**src/hw/hfs_map.vh**
```
// Constants for the HDLC frame status block: register offsets, bit fields,
// mode codes, thresholds and timing. Definitions only, no logic.
// Behaviour
// - Writing more than 32 bytes into the transmit buffer raises the transmit overflow flag.
// - The transmit overflow flag clears on a transmitter reset command or when the accessible half has fully moved on.
// - The transmit write-enable status bit is high whenever the host may write more data.
// - Command-in-progress is high while a command executes; the host writes no command meanwhile.
// - The freeze signaling status bit reads 0 when freezing is inactive and 1 when active.
// - At end of frame the frame status byte is stored in the receive buffer as the last byte.
// - A frame whose bit length is not a multiple of 8 is marked invalid, otherwise valid unless too short.
// - In 16-bit address mode 011 a 4 byte frame (3 to 4 with check on) is too short.
// - In 8-bit address mode 010 a 3 byte frame (2 to 3 with check on) is too short.
// - Frames below the too-short thresholds are dropped silently, data and status alike.
// - The status byte overflow bit is set if the receive buffer overflowed during the frame.
// - The receive overflow interrupt status rises as soon as any overflow occurs.
// - The check result bit is 1 when the frame check passes and 0 when it fails.
// - The aborted bit is set when the sender aborted the frame; its status byte is still stored like any other.
`ifndef HFS_MAP_VH
`define HFS_MAP_VH

`define HFS_ADDR_W        8
`define HFS_OFF_SIGSTAT   8'h64
`define HFS_OFF_COMMAND   8'h70
`define HFS_OFF_MODE      8'h71
`define HFS_OFF_IRQ_STAT  8'h72
`define HFS_OFF_IRQ_MASK  8'h73
`define HFS_OFF_RX_STAT   8'h74

// Signaling status fields
`define HFS_SS_TXOVF      7
`define HFS_SS_TXWEN      6
`define HFS_SS_REP        5
`define HFS_SS_IDLE       3
`define HFS_SS_CIP        2
`define HFS_SS_FREEZE     1

// Command register fields
`define HFS_CMD_TXRES     0
`define HFS_CMD_REP       1

// Mode register fields
`define HFS_MODE_LSB      0
`define HFS_MODE_MSB      2
`define HFS_MODE_CHK      3
`define HFS_MDS_ADDR16    3'h3
`define HFS_MDS_ADDR8     3'h2

// Frame status byte fields
`define HFS_FS_VALID      7
`define HFS_FS_OVF        6
`define HFS_FS_CHK        5
`define HFS_FS_ABORT      4

// Interrupt status/mask fields
`define HFS_IRQ_OVF       0
`define HFS_IRQ_END       1

// Thresholds (bytes) and sizes
`define HFS_TX_HALF       32
`define HFS_MIN16_OFF     4
`define HFS_MIN16_ON      4
`define HFS_MIN8_OFF      3
`define HFS_MIN8_ON       3
`define HFS_LOW16_ON      3
`define HFS_LOW8_ON       2

// Command busy window: 2.5 data periods, rounded down to whole clock
// cycles so the limit is never exceeded; the data period is an assumption
`define HFS_DATA_PERIOD_NS 488
`define HFS_CLK_NS        25
`define HFS_CIP_CYCLES    ((`HFS_DATA_PERIOD_NS * 5) / (2 * `HFS_CLK_NS))

`endif

```
**src/hw/hfs_sync2.v**
```verilog
// Two-stage synchroniser for one level arriving from outside the clock.
// Assumes the source is slow against the 40 MHz clock.
`timescale 1ns/10ps
`default_nettype none
module hfs_sync2 (
  input  wire clock,
  input  wire rst,
  input  wire din,
  output reg  dout
);
  reg stage1;

  always @(posedge clock) begin
    if (rst) begin
      stage1 <= 1'b0;
      dout   <= 1'b0;
    end else begin
      stage1 <= din;
      dout   <= stage1;
    end
  end
endmodule // hfs_sync2
`default_nettype wire

```
**src/hw/hfs_frame_status.v**
```verilog
// HDLC frame status logic: signaling status register, command tracking,
// per-frame status byte appended to the receive buffer, interrupts.
// Assumes one 40 MHz clock, a plain register port, and that the receiver
// core and the transmit buffer logic report events as one-cycle pulses.
//
// Chosen here: the address-and-strobe port.
`timescale 1ns/10ps
`default_nettype none
`include "hfs_map.vh"
module hfs_frame_status #(
  parameter CNT_W   = 12,
  parameter CIP_CYC = `HFS_CIP_CYCLES
) (
  input  wire                   clock,
  input  wire                   rst,
  // Register port
  input  wire [`HFS_ADDR_W-1:0] addr,
  input  wire [7:0]             wdata,
  input  wire                   wr,
  input  wire                   rd,
  output reg  [7:0]             rdata,
  output reg                    irq,
  // Transmit buffer events
  input  wire                   tx_byte_written,
  input  wire                   tx_half_moved,
  output reg                    transmitter_reset_cmd,
  // Freeze signaling pin
  input  wire                   freeze_in,
  // Receiver core events
  input  wire                   rx_flag_seen,
  input  wire                   rx_frame_active,
  input  wire                   rx_byte_strobe,
  input  wire                   rx_end,
  input  wire [2:0]             rx_tail_bits,
  input  wire                   rx_check_pass,
  input  wire                   rx_abort,
  input  wire                   rx_buf_full,
  // Stream into the receive buffer
  output reg  [7:0]             rx_buffer_data,
  output reg                    rx_buffer_push,
  output reg                    rx_buffer_drop
);

  ////////////////////////////////////////////////////////////////////////
  // Pin synchronisation

  wire freeze_sync;

  hfs_sync2 u_freeze_sync (
    .clock (clock),
    .rst   (rst),
    .din   (freeze_in),
    .dout  (freeze_sync)
  );

  ////////////////////////////////////////////////////////////////////////
  // Register state

  reg [2:0]       address_mode_select;
  reg             rx_check_on;
  reg             repeat_transmission;
  reg             tx_overflow_flag;
  reg [5:0]       tx_count;
  reg             command_in_progress;
  reg [7:0]       cip_count;
  reg             rx_line_idle;
  reg [7:0]       rx_frame_status_byte;
  reg [1:0]       interrupt_status_one;
  reg [1:0]       interrupt_mask_one;
  reg [CNT_W-1:0] rx_len;
  reg             frame_ovf;

  wire wr_cmd  = wr && (addr == `HFS_OFF_COMMAND);
  wire wr_mode = wr && (addr == `HFS_OFF_MODE);
  wire wr_mask = wr && (addr == `HFS_OFF_IRQ_MASK);
  wire rd_irq  = rd && (addr == `HFS_OFF_IRQ_STAT);
  wire tx_res  = wr_cmd && wdata[`HFS_CMD_TXRES];

  wire tx_write_enable_flag = (tx_count < `HFS_TX_HALF);

  ////////////////////////////////////////////////////////////////////////
  // Transmit side and commands

  always @(posedge clock) begin
    if (rst) begin
      address_mode_select   <= 3'h0;
      rx_check_on           <= 1'b0;
      repeat_transmission   <= 1'b0;
      transmitter_reset_cmd <= 1'b0;
    end else begin
      transmitter_reset_cmd <= tx_res;
      if (wr_mode) begin
        address_mode_select <= wdata[`HFS_MODE_MSB:`HFS_MODE_LSB];
        rx_check_on         <= wdata[`HFS_MODE_CHK];
      end
      if (wr_cmd)
        repeat_transmission <= wdata[`HFS_CMD_REP];
    end
  end

  // Counts bytes in the accessible half; counter saturates so an overrun
  // burst cannot wrap back below the threshold.
  always @(posedge clock) begin
    if (rst) begin
      tx_count         <= 6'h00;
      tx_overflow_flag <= 1'b0;
    end else if (tx_res || tx_half_moved) begin
      tx_count         <= 6'h00;
      tx_overflow_flag <= 1'b0;
    end else if (tx_byte_written) begin
      if (!tx_write_enable_flag)
        tx_overflow_flag <= 1'b1;
      else
        tx_count <= tx_count + 6'h01;
    end
  end

  // Busy window after any command write; the host must wait on it.
  always @(posedge clock) begin
    if (rst) begin
      command_in_progress <= 1'b0;
      cip_count           <= 8'h00;
    end else if (wr_cmd) begin
      command_in_progress <= 1'b1;
      cip_count           <= CIP_CYC[7:0];
    end else if (cip_count > 8'h01) begin
      cip_count <= cip_count - 8'h01;
    end else begin
      cip_count           <= 8'h00;
      command_in_progress <= 1'b0;
    end
  end

  ////////////////////////////////////////////////////////////////////////
  // Receive line activity

  always @(posedge clock) begin
    if (rst)
      rx_line_idle <= 1'b1;
    else
      rx_line_idle <= !(rx_flag_seen || rx_frame_active);
  end

  ////////////////////////////////////////////////////////////////////////
  // Frame status byte

  // Thresholds held at the counter width, so compares and loads keep
  // their size on purpose
  localparam [CNT_W-1:0] MIN16_OFF = `HFS_MIN16_OFF;
  localparam [CNT_W-1:0] MIN16_ON  = `HFS_MIN16_ON;
  localparam [CNT_W-1:0] LOW16_ON  = `HFS_LOW16_ON;
  localparam [CNT_W-1:0] MIN8_OFF  = `HFS_MIN8_OFF;
  localparam [CNT_W-1:0] MIN8_ON   = `HFS_MIN8_ON;
  localparam [CNT_W-1:0] LOW8_ON   = `HFS_LOW8_ON;

  reg [CNT_W-1:0] min_len;
  reg [CNT_W-1:0] low_len;
  reg             too_short;
  reg             length_bad;
  reg             discard;
  reg [7:0]       next_status;

  always @* begin
    min_len = MIN8_OFF;
    low_len = MIN8_OFF;
    case (address_mode_select)
      `HFS_MDS_ADDR16: begin
        min_len = rx_check_on ? MIN16_ON : MIN16_OFF;
        low_len = rx_check_on ? LOW16_ON : MIN16_OFF;
      end
      `HFS_MDS_ADDR8: begin
        min_len = rx_check_on ? MIN8_ON : MIN8_OFF;
        low_len = rx_check_on ? LOW8_ON : MIN8_OFF;
      end
      default: begin
        // Other modes fall back to the 8-bit address check-off thresholds, whatever the check setting
        min_len = MIN8_OFF;
        low_len = MIN8_OFF;
      end
    endcase
    too_short  = (rx_len >= low_len) && (rx_len <= min_len);
    discard    = rx_len < low_len;
    length_bad = (rx_tail_bits != 3'h0);
    next_status = 8'h00;
    next_status[`HFS_FS_VALID] = !(length_bad || too_short);
    next_status[`HFS_FS_OVF]   = frame_ovf || rx_buf_full;
    next_status[`HFS_FS_CHK]   = rx_check_pass;
    next_status[`HFS_FS_ABORT] = rx_abort;
  end

  // Overflow: a byte arriving while the buffer is full is lost.
  wire ovf_evt = rx_byte_strobe && rx_buf_full;

  always @(posedge clock) begin
    if (rst) begin
      rx_len               <= {CNT_W{1'b0}};
      frame_ovf            <= 1'b0;
      rx_frame_status_byte <= 8'h00;
      rx_buffer_data       <= 8'h00;
      rx_buffer_push       <= 1'b0;
      rx_buffer_drop       <= 1'b0;
    end else begin
      rx_buffer_push <= 1'b0;
      rx_buffer_drop <= 1'b0;
      if (rx_end) begin
        rx_len    <= {CNT_W{1'b0}};
        frame_ovf <= 1'b0;
        if (discard) begin
          rx_buffer_drop <= 1'b1;
        end else begin
          rx_frame_status_byte <= next_status;
          rx_buffer_data       <= next_status;
          rx_buffer_push       <= !rx_buf_full;
        end
      end else if (rx_byte_strobe) begin
        if (rx_len != {CNT_W{1'b1}})
          rx_len <= rx_len + {{(CNT_W-1){1'b0}}, 1'b1};
        if (rx_buf_full)
          frame_ovf <= 1'b1;
      end
    end
  end

  ////////////////////////////////////////////////////////////////////////
  // Interrupts: sticky status, cleared by reading, set wins over clear

  wire [1:0] irq_set;
  assign irq_set[`HFS_IRQ_OVF] = ovf_evt;
  assign irq_set[`HFS_IRQ_END] = rx_end && !discard;

  always @(posedge clock) begin
    if (rst) begin
      interrupt_status_one <= 2'h0;
      interrupt_mask_one   <= 2'h0;
      irq                  <= 1'b0;
    end else begin
      interrupt_status_one <= (rd_irq ? 2'h0 : interrupt_status_one)
                              | irq_set;
      if (wr_mask)
        interrupt_mask_one <= wdata[1:0];
      irq <= |(((rd_irq ? 2'h0 : interrupt_status_one) | irq_set)
               & ~(wr_mask ? wdata[1:0] : interrupt_mask_one));
    end
  end

  ////////////////////////////////////////////////////////////////////////
  // Register read

  reg [7:0] sigstat;

  always @* begin
    sigstat = 8'h00;
    sigstat[`HFS_SS_TXOVF]  = tx_overflow_flag;
    sigstat[`HFS_SS_TXWEN]  = tx_write_enable_flag;
    sigstat[`HFS_SS_REP]    = repeat_transmission;
    sigstat[`HFS_SS_IDLE]   = rx_line_idle;
    sigstat[`HFS_SS_CIP]    = command_in_progress;
    sigstat[`HFS_SS_FREEZE] = freeze_sync;
  end

  always @(posedge clock) begin
    if (rst) begin
      rdata <= 8'h00;
    end else if (rd) begin
      case (addr)
        `HFS_OFF_SIGSTAT:  rdata <= sigstat;
        `HFS_OFF_MODE:     rdata <= {4'h0, rx_check_on, address_mode_select};
        `HFS_OFF_IRQ_STAT: rdata <= {6'h00, interrupt_status_one};
        `HFS_OFF_IRQ_MASK: rdata <= {6'h00, interrupt_mask_one};
        `HFS_OFF_RX_STAT:  rdata <= rx_frame_status_byte;
        default:           rdata <= 8'h00;
      endcase
    end else begin
      rdata <= 8'h00;
    end
  end

endmodule // hfs_frame_status
`default_nettype wire

```
**config.mk**
```make
export PLATFORM = sky130hd
export DESIGN_NAME = hfs_frame_status
export DESIGN_NICKNAME = d
export VERILOG_FILES = /design/src/hw/hfs_sync2.v /design/src/hw/hfs_frame_status.v
export VERILOG_INCLUDE_DIRS = /design/src /design/src/hw
export SDC_FILE = /design/constraint.sdc
export NUM_CORES = 1
export LEC_CHECK = 0
export ABC_AREA = 0
export BUFFER_PORTS_ARGS = -buffer_cell sky130_fd_sc_hd__buf_2
export CAP_MARGIN = 25
export CORE_UTILIZATION = 49
export DETAILED_ROUTE_END_ITERATION = 8
export PLACE_DENSITY_LB_ADDON = 0.1
export SLEW_MARGIN = 25
export SYNTH_ARGS = -nofsm -noshare
export SYNTH_HDL_FRONTEND = slang
export SYNTH_SLANG_ARGS = --single-unit
```
**constraint.sdc**
```tcl
create_clock -name clock -period 2.2 [get_ports clock]
set_input_delay 0.22 -clock clock [delete_from_list [all_inputs] [get_ports clock]]
set_output_delay 0.22 -clock clock [all_outputs]
set_load 0.02 [all_outputs]
```
==> impl_metrics.env, run 1 <==
export IMPL_start_kind="flip-flop"
export IMPL_grt_usage_pct=21.41
export IMPL_cts_tree="built"
export IMPL_crit_type="reg -> reg"
export IMPL_status="finished, final reports clean"
export IMPL_drt_pass1_iter_count=4
export IMPL_hold_violations=0
export IMPL_cts_hold_buf=0
export IMPL_synthDominantCellAreaShare_pct=44.36
export IMPL_fp_dieH_um=74.46
export IMPL_wl_per_cell_um=12.92
export IMPL_power_total_mw=2.647
export IMPL_fin_nets=380
export IMPL_core_sq_um=5075
export IMPL_grt_pass1_wl_mm=8.707
export IMPL_critPathArrivalTime_ns=2.30
export IMPL_grt_max_degree=26
export IMPL_drt_iter0_drc=39
export IMPL_synth_area_top_cells="dfxtp_1, nor2_1, ha_1"
export IMPL_ys_seq_area_share_pct=44.36
export IMPL_syn_area_sq_um=2572
export IMPL_clk_latency_ns=0.34
export IMPL_drive_above_1_share_pct=25.15
export IMPL_relSlewSlack_pct=63.73
export IMPL_wirelength_mm=5.325
export IMPL_clk_pin_slew_ns=0.06
export IMPL_cts_buffers=9
export IMPL_maxCapViolCount=0
export IMPL_via_per_inst=5.204
export IMPL_synth_cell_type_count=45
export IMPL_dieArea_sq_um=5544
export IMPL_antenna_found_initial=0
export IMPL_place_gp_congestion=0.8794
export IMPL_ant_nets=0
export IMPL_portBuffers=44
export IMPL_dpl_cell_area_sq_um=2884
export IMPL_initial_core_util_pct=50.69
export IMPL_grt_overflow=0
export IMPL_finalCritPeriodShare_pct=95.00
export IMPL_synth_edf_count=0
export IMPL_fill_cells=461
export IMPL_yosys_register_bits=57
export IMPL_fin_area_sq_um=3131
export IMPL_synth_ff_type="dfxtp_1"
export IMPL_grt_pass1_vias=1939
export IMPL_ir_worst_vdd_mv=0.6529
export IMPL_worst_slack_ns=0.1101
export IMPL_synth_avg_cell_area_sq_um=9.187
export IMPL_p_leak_nw=1.363
export IMPL_cp_cell_sequence="nor2b_4 > nand2_2 > or2_4 > inv_1 > ha_1 > nor2b_1 > o21a_1 > o31ai_4 > buf_6 > mux2i_1 > nor2_1"
export IMPL_crit_buf_inv=2
export IMPL_hold_class="in -> reg"
export IMPL_area_growth_syn_to_layout_pct=21.69
export IMPL_yosys_area_top_type="dfxtp_1"
export IMPL_powerDensity_nw_per_um2=845.5
export IMPL_rows=26
export IMPL_cts_buffer_depth=2
export IMPL_multi_input_area_sq_um=1381
export IMPL_slowest_delay_ns=0.33
export IMPL_via_count=2144
export IMPL_seq_area_sq_um=1144
export IMPL_synthArstFlopShare_pct=0
export IMPL_cts_max_level=3
export IMPL_finClkSkew_ns=0.006381
export IMPL_crit_path_top_delay_cell="dfxtp_2"
export IMPL_hpwl_mm=3.850
export IMPL_slew_viol_final=0
export IMPL_num_antenna_cells=0
export IMPL_cp_top_family="simple AND/OR/NAND/NOR gates"
export IMPL_drc=0
export IMPL_synth_cells=280
export IMPL_worst_slew_pin_slew_ns=0.5382
export IMPL_yosys_warnings=0
export IMPL_crit_fanout=4
export IMPL_pre_cts_slack_ns=0.009162
export IMPL_crit_path_end_kind="flip-flop"
export IMPL_cts_root_buffer="clkbuf_8"
export IMPL_ios=53
export IMPL_setup_violations=0
export IMPL_clock_fmax_ghz=0.4785
export IMPL_die_w_um=74.46
export IMPL_layout_min_cycle_time_ns=2.090
export IMPL_required_ns=2.41
export IMPL_clkSinkCount=57
==> cells by family (layout without fill, tap and decap cells) <==
family / Yosys count / count (layout) / synth area share (%)
flip-flops: 57 / 57 / 44.36
AO/OA/AOI/OAI: 34 / 34 / 9.533
adder cells (fa/ha/maj): 10 / 10 / 4.864
AND/OR/NAND/NOR: 128 / 128 / 26.02
other: 1 / 4 / 0.1458
multiplexers: 14 / 14 / 5.545
XOR/XNOR: 19 / 19 / 6.469
buffers and inverters: 17 / 76 / 3.064
==> synth_stat cells, drive strengths merged (7+ instances only) <==
library cell / count
mux2i: 12
inv: 9
a21oi: 9
nor2: 49
xor2: 7
nor3: 14
ha: 10
nor2b: 8
dfxtp: 57
nand2: 16
nand3: 11
xnor2: 12
o21ai: 9
==> path summary, 6_finish.rpt <==
| path | cells after the start | slack (ns) | to | startpoint |
|---|---|---|---|---|
| setup reg to reg | 11 | 0.11 | rx_frame_status_byte[5] | address_mode_select[1] |
| hold / removal | 2 | 0.07 | rx_line_idle | rx_flag_seen |
| hold reg to reg | 1 | 0.43 | u_freeze_sync.dout | u_freeze_sync.stage1 |
| setup / recovery | 11 | 0.11 | rx_frame_status_byte[5] | address_mode_select[1] |
==> layer usage <==
metal | part of all wire (%) | GRT usage, % | vias up
li1 | - | - | 1096
met2 | 46 | 33.63 | 55
met3 | 6.7 | 9.756 | 9
met5 | 0 | 0 | -
met1 | 45 | 25.63 | 984
met4 | 1.6 | 8.176 | 0
==> power by group <==
| part | switching, mW | internal (mW) | leakage [nW] |
|---|---|---|---|
| Clock | 0.394 | 0.615 | 0.107 |
| Sequential | 0.0741 | 1.11 | 0.464 |
| Combinational | 0.234 | 0.219 | 0.793 |
| Total | 0.702 | 1.94 | 1.36 |
==> sequential cells by signal, summed over array words and instances, names as in the netlist, 2 cells and up <==
register and count:
cip_count 8, rdata 8, interrupt_status_one 2, address_mode_select 3, tx_count 6, rx_len 12
interrupt_mask_one 2, rx_frame_status_byte 4
==> repair_timing <==
action	4_1_cts	5_1_grt
pin swaps	2	2
buffers inserted	1	1
resized for setup	5	3
endpoints found under the hold margin	0	0
setup endpoints to repair	2	6
==> worst reg2reg max path: cells and delay by family (launching register included) <==
family                     cells  cell delay [ns]
and+or+nand+nor                5             0.62
buffers and inverters          2             0.20
adders and majority gates      1             0.22
muxes                          1             0.17
AOI/OAI and AO/OA              2             0.42
DFF                            1             0.33
==> per-stage QoR <==
| stage | hold WS, ns | setup TNS (ns) | utilization, % | cells |
|---|---|---|---|---|
| 5_1_grt | 0.07500 | -0.01583 | 61.69 | 412 |
| 6_report | 0.06625 | 0 | 61.69 | 412 |
| 3_5_place_dp | 0.4247 | 0 | 56.83 | 394 |
| 2_1_floorplan | 0.2993 | 0 | - | 283 |
| 3_3_place_gp | 0.4147 | 0 | 56.83 | 394 |
| 4_1_cts | 0.06239 | 0 | 61.32 | 411 |
==> cells in the final DEF, fill, tap and decap left out, types with 2 or more instances in the layout <==
cell / netlist / routed
a21oi_1: 9 / 9
a22oi_1: 2 / 2
a32oi_1: 3 / 3
and3_1: 3 / 3
buf_2: 0 / 44
buf_4: 4 / 6
clkbuf_1: 4 / 2
clkbuf_8: 0 / 12
conb_1: 1 / 4
dfxtp_1: 57 / 55
dfxtp_2: 0 / 2
ha_1: 10 / 10
inv_1: 9 / 9
mux2_2: 2 / 2
mux2i_1: 12 / 12
nand2_1: 15 / 14
nand2_2: 1 / 2
nand3_1: 9 / 9
nand3_2: 2 / 2
nand4_1: 5 / 5
nor2_1: 49 / 49
nor2b_1: 8 / 7
nor3_1: 14 / 13
nor4_1: 2 / 2
nor4_2: 4 / 4
o21ai_0: 4 / 4
o21ai_1: 4 / 4
o22ai_1: 2 / 2
o31ai_1: 2 / 2
or2_2: 3 / 2
or3_1: 5 / 5
or4_1: 2 / 2
xnor2_1: 12 / 12
xor2_1: 7 / 7
==> final cells by class <==
| type | instances | area share (%) |
|---|---|---|
| multi-input cells | 209 | 44.12 |
| flip-flops and latches | 57 | 36.53 |
| repair buffers | 51 | 8.833 |
| clock buffers | 14 | 5.516 |
| well taps | 70 | 2.798 |
| clock inverters | 2 | 1.119 |
| inverters | 9 | 1.079 |
No activity file was read; power rests on OpenSTA's default activity.
==> run 2, diff against run 1 <==
--- a/config.mk
+++ b/config.mk
@@ -11,6 +11,8 @@
 export CAP_MARGIN = 25
 export CORE_UTILIZATION = 49
 export DETAILED_ROUTE_END_ITERATION = 8
+export GPL_TIMING_DRIVEN = 1
+export HOLD_SLACK_MARGIN = 0.08
 export PLACE_DENSITY_LB_ADDON = 0.1
 export SLEW_MARGIN = 25
 export SYNTH_ARGS = -nofsm -noshare
==> impl_metrics.env, run 2 (same netlist as run 1, synthesis figures left out) <==
export IMPL_num_antenna_cells=0
export IMPL_clk_pin_slew_ns=0.06
export IMPL_ios=53
export IMPL_reg_top3="rx_len: 12 flops, cip_count: 8 flops, rdata: 8 flops"
export IMPL_ant_nets=0
export IMPL_crit_fanout=4
export IMPL_rows=26
export IMPL_cp_top_family="simple AND/OR/NAND/NOR gates"
export IMPL_cts_root_buffer="clkbuf_8"
export IMPL_required_ns=2.41
export IMPL_maxCapViolCount=0
export IMPL_via_per_inst=5.205
export IMPL_slew_viol_final=0
export IMPL_core_sq_um=5075
export IMPL_wirelength_mm=5.329
export IMPL_rrSetupSlack_ns=0.11
export IMPL_clkSinkCount=57
export IMPL_grt_pass1_vias=1964
export IMPL_status="finished, final reports clean"
export IMPL_setup_violations=0
export IMPL_crit_buf_inv=2
export IMPL_ir_worst_vdd_mv=0.6512
export IMPL_hold_violations=0
export IMPL_fill_cells=460
export IMPL_crit_path_top_delay_cell="dfxtp_2"
export IMPL_hpwl_mm=3.850
export IMPL_area_growth_syn_to_layout_pct=22.47
export IMPL_place_gp_congestion=0.8794
export IMPL_cts_max_level=3
export IMPL_p_leak_nw=1.371
export IMPL_clock_fmax_ghz=0.4792
export IMPL_worst_slew_pin_slew_ns=0.5455
export IMPL_fp_dieH_um=74.46
export IMPL_grt_pass1_wl_mm=8.749
export IMPL_grt_overflow=0
export IMPL_drt_iter0_drc=29
export IMPL_start_kind="flip-flop"
export IMPL_final_common_cell="dfxtp_1"
export IMPL_die_w_um=74.46
export IMPL_critPathArrivalTime_ns=2.30
export IMPL_cts_buffer_depth=2
export IMPL_drt_pass1_iter_count=4
export IMPL_layout_min_cycle_time_ns=2.087
export IMPL_initial_core_util_pct=50.69
export IMPL_grt_max_degree=26
export IMPL_drive_above_1_share_pct=25.00
export IMPL_dp_cells=394
export IMPL_cts_tree="built"
export IMPL_portBuffers=44
export IMPL_worst_slack_ns=0.1134
export IMPL_dieArea_sq_um=5544
export IMPL_pre_cts_slack_ns=0.009162
export IMPL_via_count=2155
export IMPL_finClkSkew_ns=0.006401
export IMPL_relSlewSlack_pct=63.24
export IMPL_fin_area_sq_um=3151
export IMPL_wl_per_cell_um=12.87
export IMPL_powerDensity_nw_per_um2=841.7
export IMPL_antenna_found_initial=0
export IMPL_dpl_cell_area_sq_um=2884
export IMPL_grt_usage_pct=21.50
export IMPL_slowest_delay_ns=0.33
export IMPL_cts_buffers=9
export IMPL_largest_reg_flops=12
export IMPL_hold_class="in -> reg"
export IMPL_fin_cells=414
export IMPL_largest_register="rx_len"
export IMPL_finalCritPeriodShare_pct=94.85
export IMPL_cp_cell_sequence="nor2b_4 > nand2_2 > or2_4 > inv_1 > ha_1 > nor2b_1 > o21a_1 > o31ai_4 > buf_6 > mux2i_1 > nor2_1"
export IMPL_fin_nets=382
export IMPL_most_common_layout_cells="dfxtp_1, nor2_1, buf_2, nand2_1, nor3_1"
export IMPL_clk_latency_ns=0.34
export IMPL_crit_type="reg -> reg"
export IMPL_drc=0
export IMPL_crit_path_end_kind="flip-flop"
## run 2: power by group
part           switching, mW  internal (mW)
sequential            0.0738           1.11
combinational          0.234          0.222
clock                  0.397          0.615
total                  0.705           1.95
## run 2: worst paths after layout
path                            depth (start not counted)                    from                       to
worst min-delay path                                    2               freeze_in     u_freeze_sync.stage1
worst max-delay path                                   11  address_mode_select[1]  rx_frame_status_byte[5]
worst min register to register                          1    u_freeze_sync.stage1       u_freeze_sync.dout
worst max register to register                         11  address_mode_select[1]  rx_frame_status_byte[5]
## run 2: worst register-to-register path: cells and delay by family, from the launching register on
family,cells,cell delay (ns)
muxes,1,0.17
buffers and inverters,2,0.20
adders and majority gates,1,0.22
and+or+nand+nor,5,0.62
AOI/OAI and AO/OA,2,0.42
DFF,1,0.33
## run 2: metrics by stage
step	total power, mW	util (%)	hold slack [ns]	setup TNS [ns]
finish	2.652	62.08	0.08849	0
floorplan	1.559	-	0.2993	0
global route	2.803	62.08	0.1049	-0.01532
CTS	2.683	61.71	0.08107	0
detailed placement	1.656	56.83	0.4247	0
global placement	1.648	56.83	0.4147	0
## run 2: metal layers
layer	share of wire, %	track usage (%)	up-vias
li1	-	-	1100
met1	46	25.38	991
met2	46	34.23	56
met3	6.3	9.756	8
met4	1.6	8.176	0
met5	0	0	-
## run 2: layout make-up
type,count,area (sq um),share of cell area [%]
well taps,70,87.58,2.780
clock buffers,14,172.7,5.481
multi-input cells,209,1381,43.84
clock inverters,2,35.03,1.112
repair buffers,53,296.5,9.412
flip-flops and latches,57,1144,36.30
inverters,9,33.78,1.072
## run 2: timing repair
action / in CTS / in global routing
pin swaps: 2 / 2
endpoints found under the hold margin: 1 / 0
setup endpoints to repair: 2 / 6
setup buffers: 1 / 1
gates resized for setup: 5 / 3
hold buffers: 2 / 0
==> run 3, diff against run 2 <==
--- a/config.mk
+++ b/config.mk
@@ -9,9 +9,9 @@
 export ABC_AREA = 0
 export BUFFER_PORTS_ARGS = -buffer_cell sky130_fd_sc_hd__buf_2
 export CAP_MARGIN = 25
-export CORE_UTILIZATION = 49
+export CORE_UTILIZATION = 40
 export DETAILED_ROUTE_END_ITERATION = 8
-export GPL_TIMING_DRIVEN = 1
+export GPL_TIMING_DRIVEN = 0
 export HOLD_SLACK_MARGIN = 0.08
 export PLACE_DENSITY_LB_ADDON = 0.1
 export SLEW_MARGIN = 25
==> impl_metrics.env, run 3 (same netlist as run 1, synthesis figures left out) <==
export IMPL_cts_max_level=3
export IMPL_drt_met1_wl_mm=2.618
export IMPL_top_layer="met4"
export IMPL_area_growth_syn_to_layout_pct=23.98
export IMPL_cts_root_buffer="clkbuf_8"
export IMPL_most_common_layout_cells="dfxtp_1, nor2_1, buf_2, nand2_1, nor3_1"
export IMPL_drive_above_1_share_pct=26.07
export IMPL_num_antenna_cells=0
export IMPL_via_per_inst=5.120
export IMPL_fp_dieH_um=82.20
export IMPL_wirelength_mm=5.471
export IMPL_cts_buffer_depth=2
export IMPL_finClkSkew_ns=0.007864
export IMPL_relSlewSlack_pct=62.78
export IMPL_fin_nets=388
export IMPL_p_leak_nw=1.375
export IMPL_ant_nets=0
export IMPL_rr_worst_depth=10
export IMPL_rows=28
export IMPL_start_kind="flip-flop"
export IMPL_worstHoldPathCells=2
export IMPL_cts_buffers=9
export IMPL_layout_min_cycle_time_ns=2.104
export IMPL_hold_class="in -> reg"
export IMPL_worst_slew_pin_slew_ns=0.5523
export IMPL_ios=53
export IMPL_reg_top3="rx_len: 12 flops, cip_count: 8 flops, rdata: 8 flops"
export IMPL_hpwl_mm=4.044
export IMPL_grt_pass1_vias=2013
export IMPL_slew_viol_final=0
export IMPL_drt_iter0_drc=60
export IMPL_drc=0
export IMPL_finalCritPeriodShare_pct=95.61
export IMPL_utilization_pct=52.62
export IMPL_cpMostUsedCell="nor2b_4"
export IMPL_grt_max_degree=11
export IMPL_largest_reg_flops=12
export IMPL_rsz0062_at_grt="true"
export IMPL_crit_fanout=5
export IMPL_clk_latency_ns=0.33
export IMPL_cp_cell_sequence="nor2b_4 > nand2_2 > or2_4 > inv_2 > ha_4 > nor2b_4 > o21a_2 > o31ai_4 > mux2i_1 > nor2_1"
export IMPL_grt_pass1_wl_mm=8.921
export IMPL_antenna_found_initial=0
export IMPL_maxCapViolCount=0
export IMPL_initial_core_util_pct=42.44
export IMPL_crit_path_top_delay_cell="dfxtp_2"
export IMPL_die_w_um=82.20
export IMPL_power_total_mw=2.614
export IMPL_hold_violations=0
export IMPL_via_count=2171
export IMPL_critPathArrivalTime_ns=2.30
export IMPL_required_ns=2.40
export IMPL_largest_register="rx_len"
export IMPL_portBuffers=43
export IMPL_clkSinkCount=57
export IMPL_cts_tree="built"
export IMPL_drt_pass1_iter_count=4
export IMPL_grt_overflow=0
export IMPL_clock_fmax_ghz=0.4754
export IMPL_wl_per_cell_um=12.90
export IMPL_final_common_cell="dfxtp_1"
export IMPL_slowest_delay_ns=0.33
export IMPL_ir_worst_vdd_mv=0.5535
export IMPL_powerDensity_nw_per_um2=819.8
export IMPL_dieArea_sq_um=6756
export IMPL_wl_met2_mm=2.424
export IMPL_wl_met3_um=283
export IMPL_place_gp_congestion=0.8926
export IMPL_crit_path_end_kind="flip-flop"
export IMPL_core_sq_um=6061
export IMPL_status="finished, final reports clean"
export IMPL_grt_usage_pct=17.97
export IMPL_setup_violations=0
export IMPL_fin_cells=424
export IMPL_crit_type="reg -> reg"
export IMPL_dp_cells=401
export IMPL_clk_pin_slew_ns=0.06
[run 3: changes by cell type in the layout (fill, tap and decap cells not counted), sizes merged]
cell / change
clkbuf: +2
clkinv: +1
buf: +2
[run 3: layout make-up]
type	count	area, sq um
Buffer	8	45.04
Clock inverter	3	40.04
Sequential cell	57	1144
Multi-Input combinational cell	209	1398
Timing Repair Buffer	51	280.3
Fill cell	592	2872
Clock buffer	12	155.1
Inverter	9	33.78
Tap cell	75	93.84
[run 3: per-layer routing]
layer | global-route usage [%] | vias up
met5 | 0 | -
met1 | 22.82 | 989
li1 | - | 1108
met4 | 10.35 | 0
met3 | 4.176 | 14
met2 | 27.77 | 60
[run 3: what timing repair did]
item,in CTS,in global routing
buffers inserted,4,2
endpoints found under the setup margin,4,6
pin swaps,2,3
hold buffers,2,0
gates resized for setup,7,4
endpoints found under the hold margin,1,0
[run 3: path summary, 6_finish.rpt]
path | startpoint | end | slack, ns
worst max-delay path | address_mode_select[1] | rx_frame_status_byte[4] | 0.1
worst min-delay path | freeze_in | u_freeze_sync.stage1 | 0.11
worst max register to register | address_mode_select[1] | rx_frame_status_byte[4] | 0.1
worst min register to register | u_freeze_sync.stage1 | u_freeze_sync.dout | 0.44
[run 3: power by group]
group | internal (mW) | switching [mW] | total [mW]
sequential | 1.11 | 0.0742 | 1.18
clock | 0.575 | 0.393 | 0.968
combinational | 0.228 | 0.234 | 0.462
total | 1.91 | 0.701 | 2.61
[run 3: worst max-delay path, delay by kind of cell (launching register included)]
family	cells	cell delay [ns]
adders and majority gates	1	0.19
AOI/OAI and AO/OA	2	0.51
muxes	1	0.23
and+or+nand+nor	5	0.64
DFF	1	0.33
buffers and inverters	1	0.07
[run 3: metrics by stage]
step,hold WS (ns),setup TNS [ns],setup WS [ns],instance area (sq um)
4_1_cts,0.09257,0,0.02081,3154
6_report,0.1057,0,0.09648,3189
3_5_place_dp,0.4084,-0.5225,-0.1855,2893
3_3_place_gp,0.4055,-0.4111,-0.1486,2893
5_1_grt,0.1055,-0.05089,-0.02099,3189
2_1_floorplan,0.2993,0,0.05265,2584
